File: config.mk
export PLATFORM = sky130hd
export DESIGN_NAME = lpw_ctrl
export DESIGN_NICKNAME = d
export VERILOG_FILES = /design/src/lpw_pkg.sv /design/src/lpw_ctrl.sv
export SDC_FILE = /design/constraint.sdc
export NUM_CORES = 1
export LEC_CHECK = 0
export BUFFER_PORTS_ARGS = -buffer_cell sky130_fd_sc_hd__buf_2
export CAP_MARGIN = 20
export CORE_AREA = 4 4 120 76
export DETAILED_ROUTE_END_ITERATION = 10
export DIE_AREA = 0 0 124 80
export PLACE_DENSITY_LB_ADDON = 0.25
export SYNTH_ARGS = -nofsm -noshare
export SYNTH_HDL_FRONTEND = slang
export SYNTH_SLANG_ARGS = --single-unit
File: constraint.sdc
create_clock -name clk -period 3.7 [get_ports clk]
set_clock_uncertainty 0.15 [all_clocks]
set_input_delay 0.74 -clock clk [delete_from_list [all_inputs] [get_ports clk]]
set_output_delay 0.74 -clock clk [all_outputs]
set_load 0.03 [all_outputs]
File: src/lpw_pkg.sv
// Package for the low-power mode and wake-up controller.
// Assumes a single 10 MHz system clock domain with synchronous reset.
package lpw_pkg;
   // Register byte offsets
   localparam logic [7:0] MODE_CTRL_OFS   = 8'h00;
   localparam logic [7:0] MODE_CTRL2_OFS  = 8'h04;
   localparam logic [7:0] STATUS_OFS      = 8'h08;
   localparam logic [7:0] PAWAKE_OFS      = 8'h0C;
   localparam logic [7:0] INTCTL_OFS      = 8'h10;
   // Field positions
   localparam int IDLE_SEL_BIT   = 1;
   localparam int SYSKEEP_BIT    = 7;
   localparam int PDF_BIT        = 0;
   localparam int TOF_BIT        = 1;
   localparam int WDTEN_BIT      = 0;
   localparam int WDTOVF_BIT     = 1;
   localparam int STACKFULL_BIT  = 2;
   // Reset values
   localparam logic [7:0] MODE_CTRL_RST  = 8'h03;
   localparam logic [7:0] MODE_CTRL2_RST = 8'h00;
   localparam logic [7:0] PAWAKE_RST     = 8'h00;
   localparam logic [7:0] INTCTL_RST     = 8'h00;
   // Widths
   localparam int PA_W  = 8;
   localparam int IRQ_W = 8;
   localparam int WDT_W = 16;
   // Oscillator settle time after wake, in ns, and derived cycle count
   localparam int CLK_PERIOD_NS = 100;
   localparam int SETTLE_NS     = 1000;
   localparam int SETTLE_CYC    =
      (SETTLE_NS + CLK_PERIOD_NS - 1) / CLK_PERIOD_NS;
   // AXI responses
   localparam logic [1:0] RESP_OKAY   = 2'h0;
   localparam logic [1:0] RESP_SLVERR = 2'h2;

   typedef enum logic [2:0] {
      ST_RUN     = 3'b000,
      ST_DEEP    = 3'b001,
      ST_WDSLEEP = 3'b010,
      ST_CLOCK_OFF_IDLE_STATE   = 3'b011,
      ST_CLOCK_ON_IDLE_STATE   = 3'b100,
      ST_SETTLE  = 3'b101
   } lpw_state_t;

   typedef enum logic [1:0] {
      RES_NEXT = 2'h0,
      RES_IRQ  = 2'h1,
      RES_WDT  = 2'h2
   } lpw_resume_t;

   typedef struct packed {
      logic sysClkEn;
      logic tbClkEn;
      logic wdtClkEn;
   } lpw_clk_t;
endpackage

File: src/lpw_ctrl.sv
// Low-power mode selection, clock gating and wake-up control.
// Assumes a CPU core issuing halt and watchdog-clear strobes and an
// AXI4-Lite master for register access; all inputs synchronous to clk.
`timescale 1ns/10ps
module lpw_ctrl
   import lpw_pkg::*;
(
   // Clock and reset
   input  wire logic             clk,
   input  wire logic             reset_n,
   // CPU core
   input  wire logic             haltExec,
   input  wire logic             wdtClearExec,
   output logic                  cpuRun,
   output logic                  resumeValid,
   output lpw_resume_t           resumeKind,
   output logic                  pcSpReset,
   // Interrupt controller and port A
   input  wire logic [IRQ_W-1:0] irqFlag,
   input  wire logic [IRQ_W-1:0] irqEnable,
   input  wire logic [PA_W-1:0]  portAIn,
   // Clock gates
   output lpw_clk_t              clkGate,
   // AXI4-Lite slave
   input  wire logic [7:0]       s_axi_awaddr,
   input  wire logic             s_axi_awvalid,
   output logic                  s_axi_awready,
   input  wire logic [31:0]      s_axi_wdata,
   input  wire logic [3:0]       s_axi_wstrb,
   input  wire logic             s_axi_wvalid,
   output logic                  s_axi_wready,
   output logic [1:0]            s_axi_bresp,
   output logic                  s_axi_bvalid,
   input  wire logic             s_axi_bready,
   input  wire logic [7:0]       s_axi_araddr,
   input  wire logic             s_axi_arvalid,
   output logic                  s_axi_arready,
   output logic [31:0]           s_axi_rdata,
   output logic [1:0]            s_axi_rresp,
   output logic                  s_axi_rvalid,
   input  wire logic             s_axi_rready
);
   lpw_state_t       state_r;
   lpw_state_t       state_nxt;
   logic [7:0]       modeCtrl_r;
   logic [7:0]       modeCtrl2_r;
   logic [PA_W-1:0]  paWake_r;
   logic [7:0]       intCtl_r;
   logic             pdf_r;
   logic             tof_r;
   logic [WDT_W-1:0] wdtCnt_r;
   logic [PA_W-1:0]  portAPrev_r;
   logic [IRQ_W-1:0] irqArmed_r;
   logic [3:0]       settleCnt_r;
   logic             irqWake;
   logic             paWake;
   logic             wdtWake;
   logic             asleep;
   logic             wdtEn;
   logic             stackFull;
   logic [7:0]       awAddr_r;
   logic             awHeld_r;
   logic [31:0]      wData_r;
   logic [3:0]       wStrb_r;
   logic             wHeld_r;
   logic             doWrite;
   logic             wrHit;

   assign wdtEn     = intCtl_r[WDTEN_BIT];
   assign stackFull = intCtl_r[STACKFULL_BIT];
   assign asleep    = (state_r != ST_RUN) && (state_r != ST_SETTLE);
   assign wdtWake   = asleep && intCtl_r[WDTOVF_BIT] && wdtEn
                      && (&wdtCnt_r);
   assign paWake    = |(paWake_r & portAPrev_r & ~portAIn);
   assign irqWake   = |(irqFlag & irqArmed_r);

   // Power state machine
   always_comb
   begin
      state_nxt = state_r;
      unique case (state_r)
         ST_RUN:
            if (haltExec)
            begin
               if (!modeCtrl_r[IDLE_SEL_BIT])
                  state_nxt = wdtEn ? ST_WDSLEEP
                                    : ST_DEEP;
               else if (modeCtrl2_r[SYSKEEP_BIT])
                  state_nxt = ST_CLOCK_ON_IDLE_STATE;
               else
                  state_nxt = ST_CLOCK_OFF_IDLE_STATE;
            end
         ST_DEEP, ST_WDSLEEP, ST_CLOCK_OFF_IDLE_STATE, ST_CLOCK_ON_IDLE_STATE:
            if (paWake || irqWake || wdtWake)
               state_nxt = ST_SETTLE;
         ST_SETTLE:
            if (settleCnt_r == 4'(SETTLE_CYC - 1))
               state_nxt = ST_RUN;
         default:
            state_nxt = ST_RUN;
      endcase
   end

   // External reset arrives as reset_n and resets everything except the AXI write holding registers awAddr_r, wData_r and wStrb_r
   always_ff @(posedge clk)
   begin
      if (!reset_n)
         state_r <= ST_RUN;
      else
         state_r <= state_nxt;
   end

   always_ff @(posedge clk)
   begin
      if (!reset_n || state_r != ST_SETTLE)
         settleCnt_r <= 4'h0;
      else
         settleCnt_r <= settleCnt_r + 4'h1;
   end

   // Resume reason latched on wake
   always_ff @(posedge clk)
   begin
      if (!reset_n)
         resumeKind <= RES_NEXT;
      else if (asleep && state_nxt == ST_SETTLE)
      begin
         if (wdtWake)
            resumeKind <= RES_WDT;
         else if (irqWake && |(irqFlag & irqArmed_r & irqEnable)
                  && !stackFull)
            resumeKind <= RES_IRQ;
         else
            resumeKind <= RES_NEXT;
      end
   end

   assign resumeValid = (state_r == ST_SETTLE) && (state_nxt == ST_RUN);
   assign pcSpReset   = resumeValid && (resumeKind == RES_WDT);
   assign cpuRun      = (state_r == ST_RUN);

   // Clock gates from flops
   always_ff @(posedge clk)
   begin
      if (!reset_n)
         clkGate <= '{sysClkEn: 1'b1, tbClkEn: 1'b1, wdtClkEn: 1'b1};
      else
      begin
         clkGate.sysClkEn <= (state_nxt == ST_RUN) || (state_nxt == ST_SETTLE)
                             || (state_nxt == ST_CLOCK_ON_IDLE_STATE);
         clkGate.tbClkEn  <= (state_nxt == ST_RUN) || (state_nxt == ST_SETTLE)
                             || (state_nxt == ST_CLOCK_OFF_IDLE_STATE)
                             || (state_nxt == ST_CLOCK_ON_IDLE_STATE);
         clkGate.wdtClkEn <= (state_nxt != ST_DEEP);
      end
   end

   // Interrupts pending at entry are disarmed for wake
   always_ff @(posedge clk)
   begin
      if (!reset_n)
         irqArmed_r <= '0;
      else if (state_r == ST_RUN && haltExec)
         irqArmed_r <= ~irqFlag;
   end

   always_ff @(posedge clk)
   begin
      if (!reset_n)
         portAPrev_r <= '0;
      else
         portAPrev_r <= portAIn;
   end

   // Watchdog counter
   always_ff @(posedge clk)
   begin
      if (!reset_n || wdtClearExec || (state_r == ST_RUN && haltExec))
         wdtCnt_r <= '0;
      else if (state_r == ST_DEEP)
         wdtCnt_r <= '0;
      else if (wdtEn && clkGate.wdtClkEn)
         wdtCnt_r <= wdtCnt_r + 16'h0001;
   end

   // Status flags; set wins over clear
   always_ff @(posedge clk)
   begin
      if (!reset_n)
         pdf_r <= 1'b0;
      else if (state_r == ST_RUN && haltExec)
         pdf_r <= 1'b1;
      else if (wdtClearExec)
         pdf_r <= 1'b0;
   end

   always_ff @(posedge clk)
   begin
      if (!reset_n)
         tof_r <= 1'b0;
      else if (wdtWake)
         tof_r <= 1'b1;
      else if (state_r == ST_RUN && haltExec)
         tof_r <= 1'b0;
   end

   // AXI4-Lite write path
   assign s_axi_awready = !awHeld_r && !s_axi_bvalid;
   assign s_axi_wready  = !wHeld_r && !s_axi_bvalid;
   assign doWrite       = awHeld_r && wHeld_r;
   assign s_axi_arready = !s_axi_rvalid;

   always_ff @(posedge clk)
   begin
      if (!reset_n || doWrite)
         awHeld_r <= 1'b0;
      else if (s_axi_awvalid && s_axi_awready)
         awHeld_r <= 1'b1;
   end

   always_ff @(posedge clk)
   begin
      if (s_axi_awvalid && s_axi_awready)
         awAddr_r <= s_axi_awaddr;
   end

   always_ff @(posedge clk)
   begin
      if (!reset_n || doWrite)
         wHeld_r <= 1'b0;
      else if (s_axi_wvalid && s_axi_wready)
         wHeld_r <= 1'b1;
   end

   always_ff @(posedge clk)
   begin
      if (s_axi_wvalid && s_axi_wready)
      begin
         wData_r <= s_axi_wdata;
         wStrb_r <= s_axi_wstrb;
      end
   end

   always_comb
   begin
      unique case (awAddr_r)
         MODE_CTRL_OFS, MODE_CTRL2_OFS, PAWAKE_OFS, INTCTL_OFS,
         STATUS_OFS:
            wrHit = 1'b1;
         default:
            wrHit = 1'b0;
      endcase
   end

   always_ff @(posedge clk)
   begin
      if (!reset_n)
      begin
         s_axi_bvalid <= 1'b0;
         s_axi_bresp  <= RESP_OKAY;
      end
      else if (doWrite)
      begin
         s_axi_bvalid <= 1'b1;
         s_axi_bresp  <= wrHit ? RESP_OKAY : RESP_SLVERR;
      end
      else if (s_axi_bready)
         s_axi_bvalid <= 1'b0;
   end

   // Registers hold through every low-power state
   always_ff @(posedge clk)
   begin
      if (!reset_n)
      begin
         modeCtrl_r  <= MODE_CTRL_RST;
         modeCtrl2_r <= MODE_CTRL2_RST;
         paWake_r    <= PAWAKE_RST;
         intCtl_r    <= INTCTL_RST;
      end
      else if (doWrite && wStrb_r[0])
      begin
         if (awAddr_r == MODE_CTRL_OFS)
            modeCtrl_r <= wData_r[7:0];
         if (awAddr_r == MODE_CTRL2_OFS)
            modeCtrl2_r <= wData_r[7:0] & 8'h80;
         if (awAddr_r == PAWAKE_OFS)
            paWake_r <= wData_r[PA_W-1:0];
         if (awAddr_r == INTCTL_OFS)
            intCtl_r <= wData_r[7:0] & 8'h07;
      end
   end

   // AXI4-Lite read path
   always_ff @(posedge clk)
   begin
      if (!reset_n)
      begin
         s_axi_rvalid <= 1'b0;
         s_axi_rdata  <= 32'h0000_0000;
         s_axi_rresp  <= RESP_OKAY;
      end
      else if (s_axi_arvalid && s_axi_arready)
      begin
         s_axi_rvalid <= 1'b1;
         s_axi_rresp  <= RESP_OKAY;
         unique case (s_axi_araddr)
            MODE_CTRL_OFS:  s_axi_rdata <= {24'h0, modeCtrl_r};
            MODE_CTRL2_OFS: s_axi_rdata <= {24'h0, modeCtrl2_r};
            STATUS_OFS:     s_axi_rdata <= {24'h0, 5'h0, state_r == ST_RUN,
                                            tof_r, pdf_r};
            PAWAKE_OFS:     s_axi_rdata <= {24'h0, paWake_r};
            INTCTL_OFS:     s_axi_rdata <= {24'h0, intCtl_r};
            default:
            begin
               s_axi_rdata <= 32'h0000_0000;
               s_axi_rresp <= RESP_SLVERR;
            end
         endcase
      end
      else if (s_axi_rready)
         s_axi_rvalid <= 1'b0;
   end
endmodule // lpw_ctrl

==> impl_results.md, run 1 <==
* Worst R2R Path Depth at 6
* Initial Util at 0.529
* Sequential share of power at 0.460
* Post-route minimum period at 3.10 ns
* DRC at 0
* Startpoint type of the worst setup path: register
* Post-DRT Antenna Nets at 0
* Largest net degree at the start of global routing at 30
* Postcts setup bufs at 0
* RSZ-0062 raised after global routing: no
* Antenna cell count at 0
* Avg Inst Size Synth at 9.55 sq um
* Slew HR at 0.451
* CP Cell Sequence: nor3_2 > and2_1 > buf_4 > nand2_1 > o21a_1 > and2_1 > and3b_1 > buf_2
* Share of layout cells above drive strength 1 at 0.202
* Final setup viols at 0
* CTS Hold Bufs at 0
* Clock buffer count from CTS at 9
* Post-DP HPWL at 7030 um
* R2R Setup Slk at 1.33 ns
* Sequential share of the synthesized area at 0.509
* DR iter-0 viols at 179
* CTS max path bufs at 2
* Clock-pin slew on the worst setup and hold paths at 0.06 ns
* Worst-path fanout max at 18
* Worst Setup SP: state_r[2]$_SDFF_PN0_
* DRT Pass-1 Iters at 4
* Kind of critical path: register to output port
* Initial antenna violation count at 0
* Top FF cell, synth: dfxtp_1
* # rows at 25
* Max_cap viols at 0
* Area of the multi-input gates at 0.00187 sq mm
* I/O Buffers at 80
* Hold Crit Class: register to register
* DR vias/cell at 5.19
* CTS tree: yes
* Area growth syn-to-layout at 16.9%
* Core Footprint at 0.00785 sq mm
* CP endpoint: pcSpReset
* Vias in the first global route at 3,067
* Worst setup margin at 0.596 ns
* Clk_lat worst skew at 0.33 ns
* Flops & latches, synth at 97
* Simple-gate share of the synthesized area at 0.214
* Worst r2r src: awAddr_r[5]$_DFFE_PP_
* Max Clk Rate at 322 MHz
* Complex-gate fraction of the synthesized area at 0.107
* Largest family of logic cells by synthesized area: simple AND/OR/NAND/NOR gates
* Biggest area consumer among synthesized cells: dfxtp_1
* Synth top area share at 0.386
* Static Leak at 1.95 nW
* DRT Wirelength at 9230 um
* PostCTS Resize Cnt at 0
* Clk root buf: clkbuf_16
* Final nets at 603
* Final Max Tran Viols at 0
* Fin Hold WS at 0.299 ns
* Fin Setup TNS at 0 ns
* Net load switching power at 0.000813 W
* Design internal power at 0.00188 W
* H-Tree Depth at 3
* Chip Width at 124 um
* Adder-cell share of the synthesized area at 0.00904
* Cell Count, Final, Fillers Out at 628
* Mean routed wirelength per cell at 14.7 um
* Post-synth EDFFs at 17
* Delay-heaviest family, CP: simple AND/OR/NAND/NOR gates
* # IOs at 134
* Filler cells at 692
* Mapped cell area at 0.00415 sq mm
* Sw Ratio at 0.302
* Ys async rst share at 0
* Synth warn at 0
* Die height at 80 um
* Post-synthesis cell type count at 53
* Pwr Density at 555 mW/mm^2
* Endpoints failing hold at 0
* Dpl cells at 612
* WP depth at 8
* Worst VDD drop at 0.000337 V
* Measured slew at the worst slew-check pin at 0.817 ns
* Total global routing overflow at 0
* Worst path arrival time at 2.21 ns
* Synth top area cells: dfxtp_1 39%, edfxtp_1 12%, nor2_1 6.1%
* Worst path bufs/invs at 2
* Most used cell, CP: and2_1
* GRT Total Usage at 0.192
* Worst path max stage delay at 0.34 ns
* CP max stage cell: dfxtp_1
* Util after Layout at 0.618
* Comb pwr share at 0.209
* XOR/XNOR Fraction of Synth Area at 0.0359
* Clk network pwr share at 0.332
* Post-place setup slack at 0.839 ns
* CTS sink cnt at 97
* Reg-to-reg critical path endpoint: modeCtrl_r[7]$_SDFFE_PN0P_
* Period Utilization, post-route at 0.839
* Mapped Cells at 435
* Outcome: completed
* Gpl congestion at 0.777
* Mux contribution to synthesized area at 0.0603
* First-pass GRT wire length at 14,800 um
* Crit path required time at 2.81 ns
* Reg area at 0.00211 sq mm
* Die ar. at 0.00992 sq mm
* CP Capture Type: output port
* Vias at 3,257
==> registers in the layout (all words and copies together) (netlist names) <==
register / flops
awAddr_r: 8
tof_r: 1
state_r: 3
irqArmed_r: 8
settleCnt_r: 4
wHeld_r: 1
s_axi_rresp: 1
pdf_r: 1
modeCtrl2_r: 1
wData_r: 8
wdtCnt_r: 16
wStrb_r: 1
portAPrev_r: 8
paWake_r: 8
awHeld_r: 1
intCtl_r: 3
clkGate: 3
s_axi_rvalid: 1
s_axi_bvalid: 1
s_axi_rdata: 8
resumeKind: 2
modeCtrl_r: 8
s_axi_bresp: 1
==> area by class of cell <==
type,count,share of cell area
Sequential cell,97,0.435
Multi-Input combinational cell,318,0.385
Timing Repair Buffer,83,0.0871
Clock buffer,12,0.0559
Tap cell,108,0.0278
Clock inverter,4,0.00490
Inverter,6,0.00464
==> cell families (layout without fill, tap and decap cells) <==
kind of cell,count (synthesis),in the layout
compound gates,65,65
xor+xnor,17,17
fa+ha+maj,3,3
buf+inv,45,105
flops,97,97
mux,25,25
other cells,1,26
simple gates,182,182
==> power by group through the flow <==
stage	Clock, W	Combinational [W]	Sequential (W)
floorplan	0	0.000399	0.00128
global placement	0	0.000547	0.00126
detailed placement	0	0.000556	0.00126
CTS	0.000918	0.000563	0.00124
global route	0.000959	0.000621	0.00125
finish	0.000894	0.000562	0.00124
==> cells in the final DEF (no fill, tap or decap), types with 2 or more instances in the layout <==
cell type | netlist | final
conb_1 | 1 | 26
and2_1 | 14 | 14
buf_2 | 1 | 80
clkinv_2 | 0 | 2
inv_1 | 5 | 5
nand4_1 | 9 | 9
xor2_1 | 13 | 13
nor3_1 | 6 | 6
a22oi_1 | 5 | 5
a211oi_1 | 9 | 9
edfxtp_1 | 17 | 17
nand2b_1 | 3 | 3
nor2b_1 | 5 | 5
a21oi_1 | 16 | 16
and4_1 | 2 | 2
o22ai_1 | 5 | 5
nand3_1 | 25 | 25
xnor2_1 | 4 | 4
ha_1 | 3 | 3
dfxtp_1 | 80 | 80
nor3b_1 | 2 | 2
a22o_1 | 5 | 5
o21ai_0 | 8 | 8
o31ai_1 | 3 | 3
buf_4 | 26 | 3
nand2_1 | 38 | 38
o21a_1 | 2 | 2
nor2_1 | 67 | 67
or3_1 | 2 | 2
mux2i_1 | 25 | 25
clkbuf_16 | 0 | 10
==> tightest hold or removal path, stage by stage, from the launching register on <==
cell     delay [ns]
dfxtp_1        0.31
nand2_1        0.05
a21oi_1        0.05
==> metal layers <==
| metal | track usage | vias to the layer above | wire (um) |
|---|---|---|---|
| met5 | 0 | - | 0 |
| met4 | 0.0568 | 0 | 27 |
| met3 | 0.0503 | 2 | 687 |
| met2 | 0.288 | 103 | 3980 |
| met1 | 0.271 | 1523 | 4530 |
| li1 | - | 1629 | - |
==> synthesized netlist by cell type (all sizes together) (4+ instances only) <==
cell type and n:
dfxtp 80, nor2 68, nand2 38, buf 28, nand3 26, mux2i 25
edfxtp 17, a21oi 16, and2 14, xor2 13, clkbuf 11, a211oi 9
nand4 9, o21ai 9, nor3 7, a22o 5, a22oi 5, inv 5
nor2b 5, o22ai 5, xnor2 4
==> how the worst min path moves through the flow <==
stage | start | endpoint | cells after the start
final | s_axi_rdata[6]$_SDFFE_PN0P_ | s_axi_rdata[6]$_SDFFE_PN0P_ | 2
after global routing | s_axi_rdata[4]$_SDFFE_PN0P_ | s_axi_rdata[4]$_SDFFE_PN0P_ | 2
after CTS | s_axi_rdata[6]$_SDFFE_PN0P_ | s_axi_rdata[6]$_SDFFE_PN0P_ | 2
after detailed placement | s_axi_rdata[6]$_SDFFE_PN0P_ | s_axi_rdata[6]$_SDFFE_PN0P_ | 2
after global placement | s_axi_rdata[7]$_SDFFE_PN0P_ | s_axi_rdata[7]$_SDFFE_PN0P_ | 2
after floorplan | settleCnt_r[0]$_SDFF_PP0_ | settleCnt_r[0]$_SDFF_PP0_ | 1
==> per-stage QoR <==
step / power (W) / cell area [sq um]
final: 0.00269 / 4850
after global placement: 0.00180 / 4560
after global routing: 0.00283 / 4850
after detailed placement: 0.00182 / 4560
after CTS: 0.00272 / 4850
after floorplan: 0.00167 / 4250
(Power assumes the default switching activity.)
==> inputs of run 2 (changes only) <==
--- a/config.mk
+++ b/config.mk
@@ -5,11 +5,12 @@
 export SDC_FILE = /design/constraint.sdc
 export NUM_CORES = 1
 export LEC_CHECK = 0
+export ABC_AREA = 1
 export BUFFER_PORTS_ARGS = -buffer_cell sky130_fd_sc_hd__buf_2
 export CAP_MARGIN = 20
-export CORE_AREA = 4 4 120 76
+export CORE_AREA = 4 4 124 79
 export DETAILED_ROUTE_END_ITERATION = 10
-export DIE_AREA = 0 0 124 80
+export DIE_AREA = 0 0 128 83
 export PLACE_DENSITY_LB_ADDON = 0.25
 export SYNTH_ARGS = -nofsm -noshare
 export SYNTH_HDL_FRONTEND = slang
==> constraint.sdc (replaced) <==
create_clock -name clk -period 3.1 [get_ports clk]
set_clock_uncertainty 0.15 [all_clocks]
set_input_delay 0.62 -clock clk [delete_from_list [all_inputs] [get_ports clk]]
set_output_delay 0.62 -clock clk [all_outputs]
set_load 0.03 [all_outputs]
==> run 2 against run 1 <==
Sequential cell count did not move; combinational power rose by 25%; area after synthesis rose by 3.6%; worst setup slack got worse by 0.30 ns; utilization fell by 5.1 points; non-clock buffer count rose by 3; power rose by 16%; register-to-register slack got worse by 0.20 ns; first-iteration DRC count rose by 38%; critical path depth rose by 6; sequential power rose by 19%; critical endpoint unchanged; highest routed layer unchanged.
==> impl_results.md, run 2 <==
* Worst VDD drop at 0.000288 V (was 0.000337 V)
* CTS sink cnt at 97 (unchanged)
* Mapped cell area at 0.00430 sq mm (was 0.00415 sq mm)
* Final Max Tran Viols at 0 (unchanged)
* Top FF cell, synth: dfxtp_1 (unchanged)
* Total global routing overflow at 0 (unchanged)
* GRT Total Usage at 0.180 (was 0.192)
* Clk_lat worst skew at 0.33 ns (about the same)
* Synth top area share at 0.372 (was 0.386)
* Period Utilization, post-route at 0.904
* Post-DRT Antenna Nets at 0 (unchanged)
* Fin Setup TNS at 0 ns (unchanged)
* Most frequent cells in the layout: 103 x nand2_1, 80 x dfxtp_1, 80 x buf_2 (was 80 x dfxtp_1, 80 x buf_2, 67 x nor2_1)
* Die height at 83 um (was 80 um)
* Mean routed wirelength per cell at 12.7 um (was 14.7 um)
* DRT Pass-1 Iters at 5 (was 4)
* Worst path max stage delay at 0.20 ns (was 0.34 ns)
* Core Footprint at 0.00878 sq mm (was 0.00785 sq mm)
* Hold Crit Class: input pin to register (was register to register)
* Worst path bufs/invs at 3 (was 2)
* Cell Count, Final, Fillers Out at 753 (was 628)
* Postcts setup bufs at 0 (unchanged)
* Pwr Density at 625 mW/mm^2 (was 555 mW/mm^2)
* Slew HR at 0.456 (was 0.451)
* Comb pwr share at 0.225 (was 0.209)
* Static Leak at 2.20 nW (was 1.95 nW)
* Post-synth EDFFs at 17 (unchanged)
* Ys async rst share at 0 (unchanged)
* DR vias/cell at 4.87 (was 5.19)
* RSZ-0062 raised after global routing: no (unchanged)
* CP Cell Sequence: buf_2 > inv_1 > nand3_1 > nand2_1 > nor2_1 > nand2_1 > nor2_1 > nand3_1 > nand2_1 > nand2_2 > nor2_1 > nand2_1 > nor2_1 > buf_2 (was nor3_2 > and2_1 > buf_4 > nand2_1 > o21a_1 > and2_1 > and3b_1 > buf_2)
* Initial Util at 0.490 (was 0.529)
* Max Clk Rate at 357 MHz
* Clock-pin slew on the worst setup and hold paths at 0.06 ns (about the same)
* Post-DP HPWL at 7260 um (was 7030 um)
* Util after Layout at 0.568 (was 0.618)
* Outcome: completed (unchanged)
* Antenna cell count at 0 (unchanged)
* Clk network pwr share at 0.304 (was 0.332)
* Post-route minimum period at 2.80 ns
* Crit path required time at 2.33 ns (was 2.81 ns)
* Commonest cells post-synth: 103 x nand2_1, 80 x dfxtp_1, 75 x inv_1 (was 80 x dfxtp_1, 67 x nor2_1, 38 x nand2_1)
* H-Tree Depth at 3 (unchanged)
* CTS tree: yes (unchanged)
* CP max stage cell: buf_2 (was dfxtp_1)
* Design internal power at 0.00214 W (was 0.00188 W)
* Design Area, Final at 0.00499 sq mm (was 0.00485 sq mm)
* Sequential share of the synthesized area at 0.491 (was 0.509)
* Placed cell area at 0.00474 sq mm (was 0.00456 sq mm)
* Vias in the first global route at 3,379 (was 3,067)
* Sequential share of power at 0.470 (was 0.460)
* Clock buffer count from CTS at 9 (unchanged)
* PostCTS Resize Cnt at 0 (unchanged)
* Startpoint type of the worst setup path: input pin (was register)
* Gpl congestion at 0.856 (was 0.777)
* Largest net degree at the start of global routing at 37 (was 30)
* Measured slew at the worst slew-check pin at 0.815 ns (was 0.817 ns)
* Mapped Cells at 550 (was 435)
* Share of layout cells above drive strength 1 at 0.177 (was 0.202)
* Worst-path fanout max at 6 (was 18)
* Top reg by flops: wdtCnt_r (unchanged)
* Vias at 3,669 (was 3,257)
* Final nets at 722 (was 603)
* Worst Hold Depth at 1 (was 2)
* Initial antenna violation count at 0 (unchanged)
* Clk root buf: clkbuf_16 (unchanged)
* # rows at 27 (was 25)
* Filler cells at 860 (was 692)
* Synth warn at 0 (unchanged)
* Most common cell in the synthesized netlist: nand2_1 (was dfxtp_1)
* Max reg flops at 16 (unchanged)
* Dpl cells at 739 (was 612)
* Worst path arrival time at 2.03 ns (was 2.21 ns)
* Flops & latches, synth at 97 (unchanged)
* DRC at 0 (unchanged)
* CP Capture Type: output port (unchanged)
* Die ar. at 0.0106 sq mm (was 0.00992 sq mm)
* I/O Buffers at 80 (unchanged)
* Final setup viols at 0 (unchanged)
* Commonest non-fill, non-tap cell in the layout: nand2_1
* Avg Inst Size Synth at 7.83 sq um (was 9.55 sq um)
* CTS Hold Bufs at 0 (unchanged)
* Endpoints failing hold at 0 (unchanged)
* Post-synthesis cell type count at 36 (was 53)
* Chip Width at 128 um (was 124 um)
* DR iter-0 viols at 247 (was 179)
* Area growth syn-to-layout at 15.9% (was 16.9%)
* Net load switching power at 0.000978 W (was 0.000813 W)
* Delay-heaviest family, CP: simple AND/OR/NAND/NOR gates (unchanged)
* Max_cap viols at 0 (unchanged)
* CTS max path bufs at 2 (unchanged)
* WP depth at 14 (was 8)
* Sw Ratio at 0.314 (was 0.302)
* First-pass GRT wire length at 15,700 um (was 14,800 um)
* # IOs at 134 (unchanged)
* Worst R2R Path Depth at 7 (was 6)
* Synth top area cells: dfxtp_1 37%, edfxtp_1 12%, nand2_1 9.0% (was dfxtp_1 39%, edfxtp_1 12%, nor2_1 6.1%)
* Biggest area consumer among synthesized cells: dfxtp_1 (unchanged)
* DRT Wirelength at 9570 um (was 9230 um)
* Kind of critical path: input pin to output port (was register to output port)
[run 2: cell count changes in the layout (fill, tap and decap cells not counted), sizes merged, moves of 5 or more]
cell    delta
o21ai     +24
o211ai     +6
inv       +69
mux2i     -25
o22ai      -5
nand2     +70
a21oi     +31
xor2      -12
a22oi      -5
nor2b      -5
and2      -14
a22o       -5
[run 2: area by class of cell]
type	count	area (sq um)	share of cell area
Sequential cell	97	2110	0.423
Clock buffer	13	240	0.0482
Tap cell	116	145	0.0291
Timing Repair Buffer	86	445	0.0893
Multi-Input combinational cell	365	1760	0.352
Inverter	75	282	0.0564
Clock inverter	1	5.00	0.00100
[run 2: cells by family after synthesis]
group                      count (synthesis)  share of synthesized area
and+or+nand+nor                          227                      0.233
buffers and inverters                    113                      0.123
AOI/OAI and AO/OA                        106                      0.138
DFF                                       97                      0.491
xor gates and xnor gates                   3                    0.00611
adders and majority gates                  3                    0.00872
other                                      1                   0.000871
[run 2: final timing paths]
path                                                  start                     endpoint  slack, ns
worst min register to register  s_axi_rdata[3]$_SDFFE_PN0P_  s_axi_rdata[3]$_SDFFE_PN0P_       0.31
worst max register to register        awAddr_r[6]$_DFFE_PP_     paWake_r[6]$_SDFFE_PN0P_       1.13
worst max-delay path                             portAIn[1]                    pcSpReset       0.30
worst min-delay path                         s_axi_wdata[5]         wData_r[5]$_DFFE_PP_       0.31
[run 2: metrics by stage]
stage / hold WS [ns] / total power (W) / setup slack [ns]
3_5_place_dp: 0.307 / 0.00219 / 0.322
6_report: 0.311 / 0.00312 / 0.297
5_1_grt: 0.296 / 0.00329 / 0.0986
2_1_floorplan: 0.283 / 0.00201 / 0.0976
3_3_place_gp: 0.298 / 0.00216 / 0.338
4_1_cts: 0.299 / 0.00314 / 0.288
[run 2: power by group through the flow]
stage          clock [W]  sequential (W)  combinational (W)
5_1_grt          0.00103         0.00148           0.000784
2_1_floorplan          0         0.00152           0.000484
3_3_place_gp           0         0.00149           0.000670
4_1_cts         0.000974         0.00147           0.000700
6_report        0.000949         0.00147           0.000703
3_5_place_dp           0         0.00149           0.000696
[run 2: routing by layer]
metal	share of wire	global-route usage	up-vias
met4	0.0085	0.0482	0
met2	0.42	0.264	134
met5	0	0	-
met1	0.49	0.259	1620
met3	0.085	0.0495	9
li1	-	-	1906
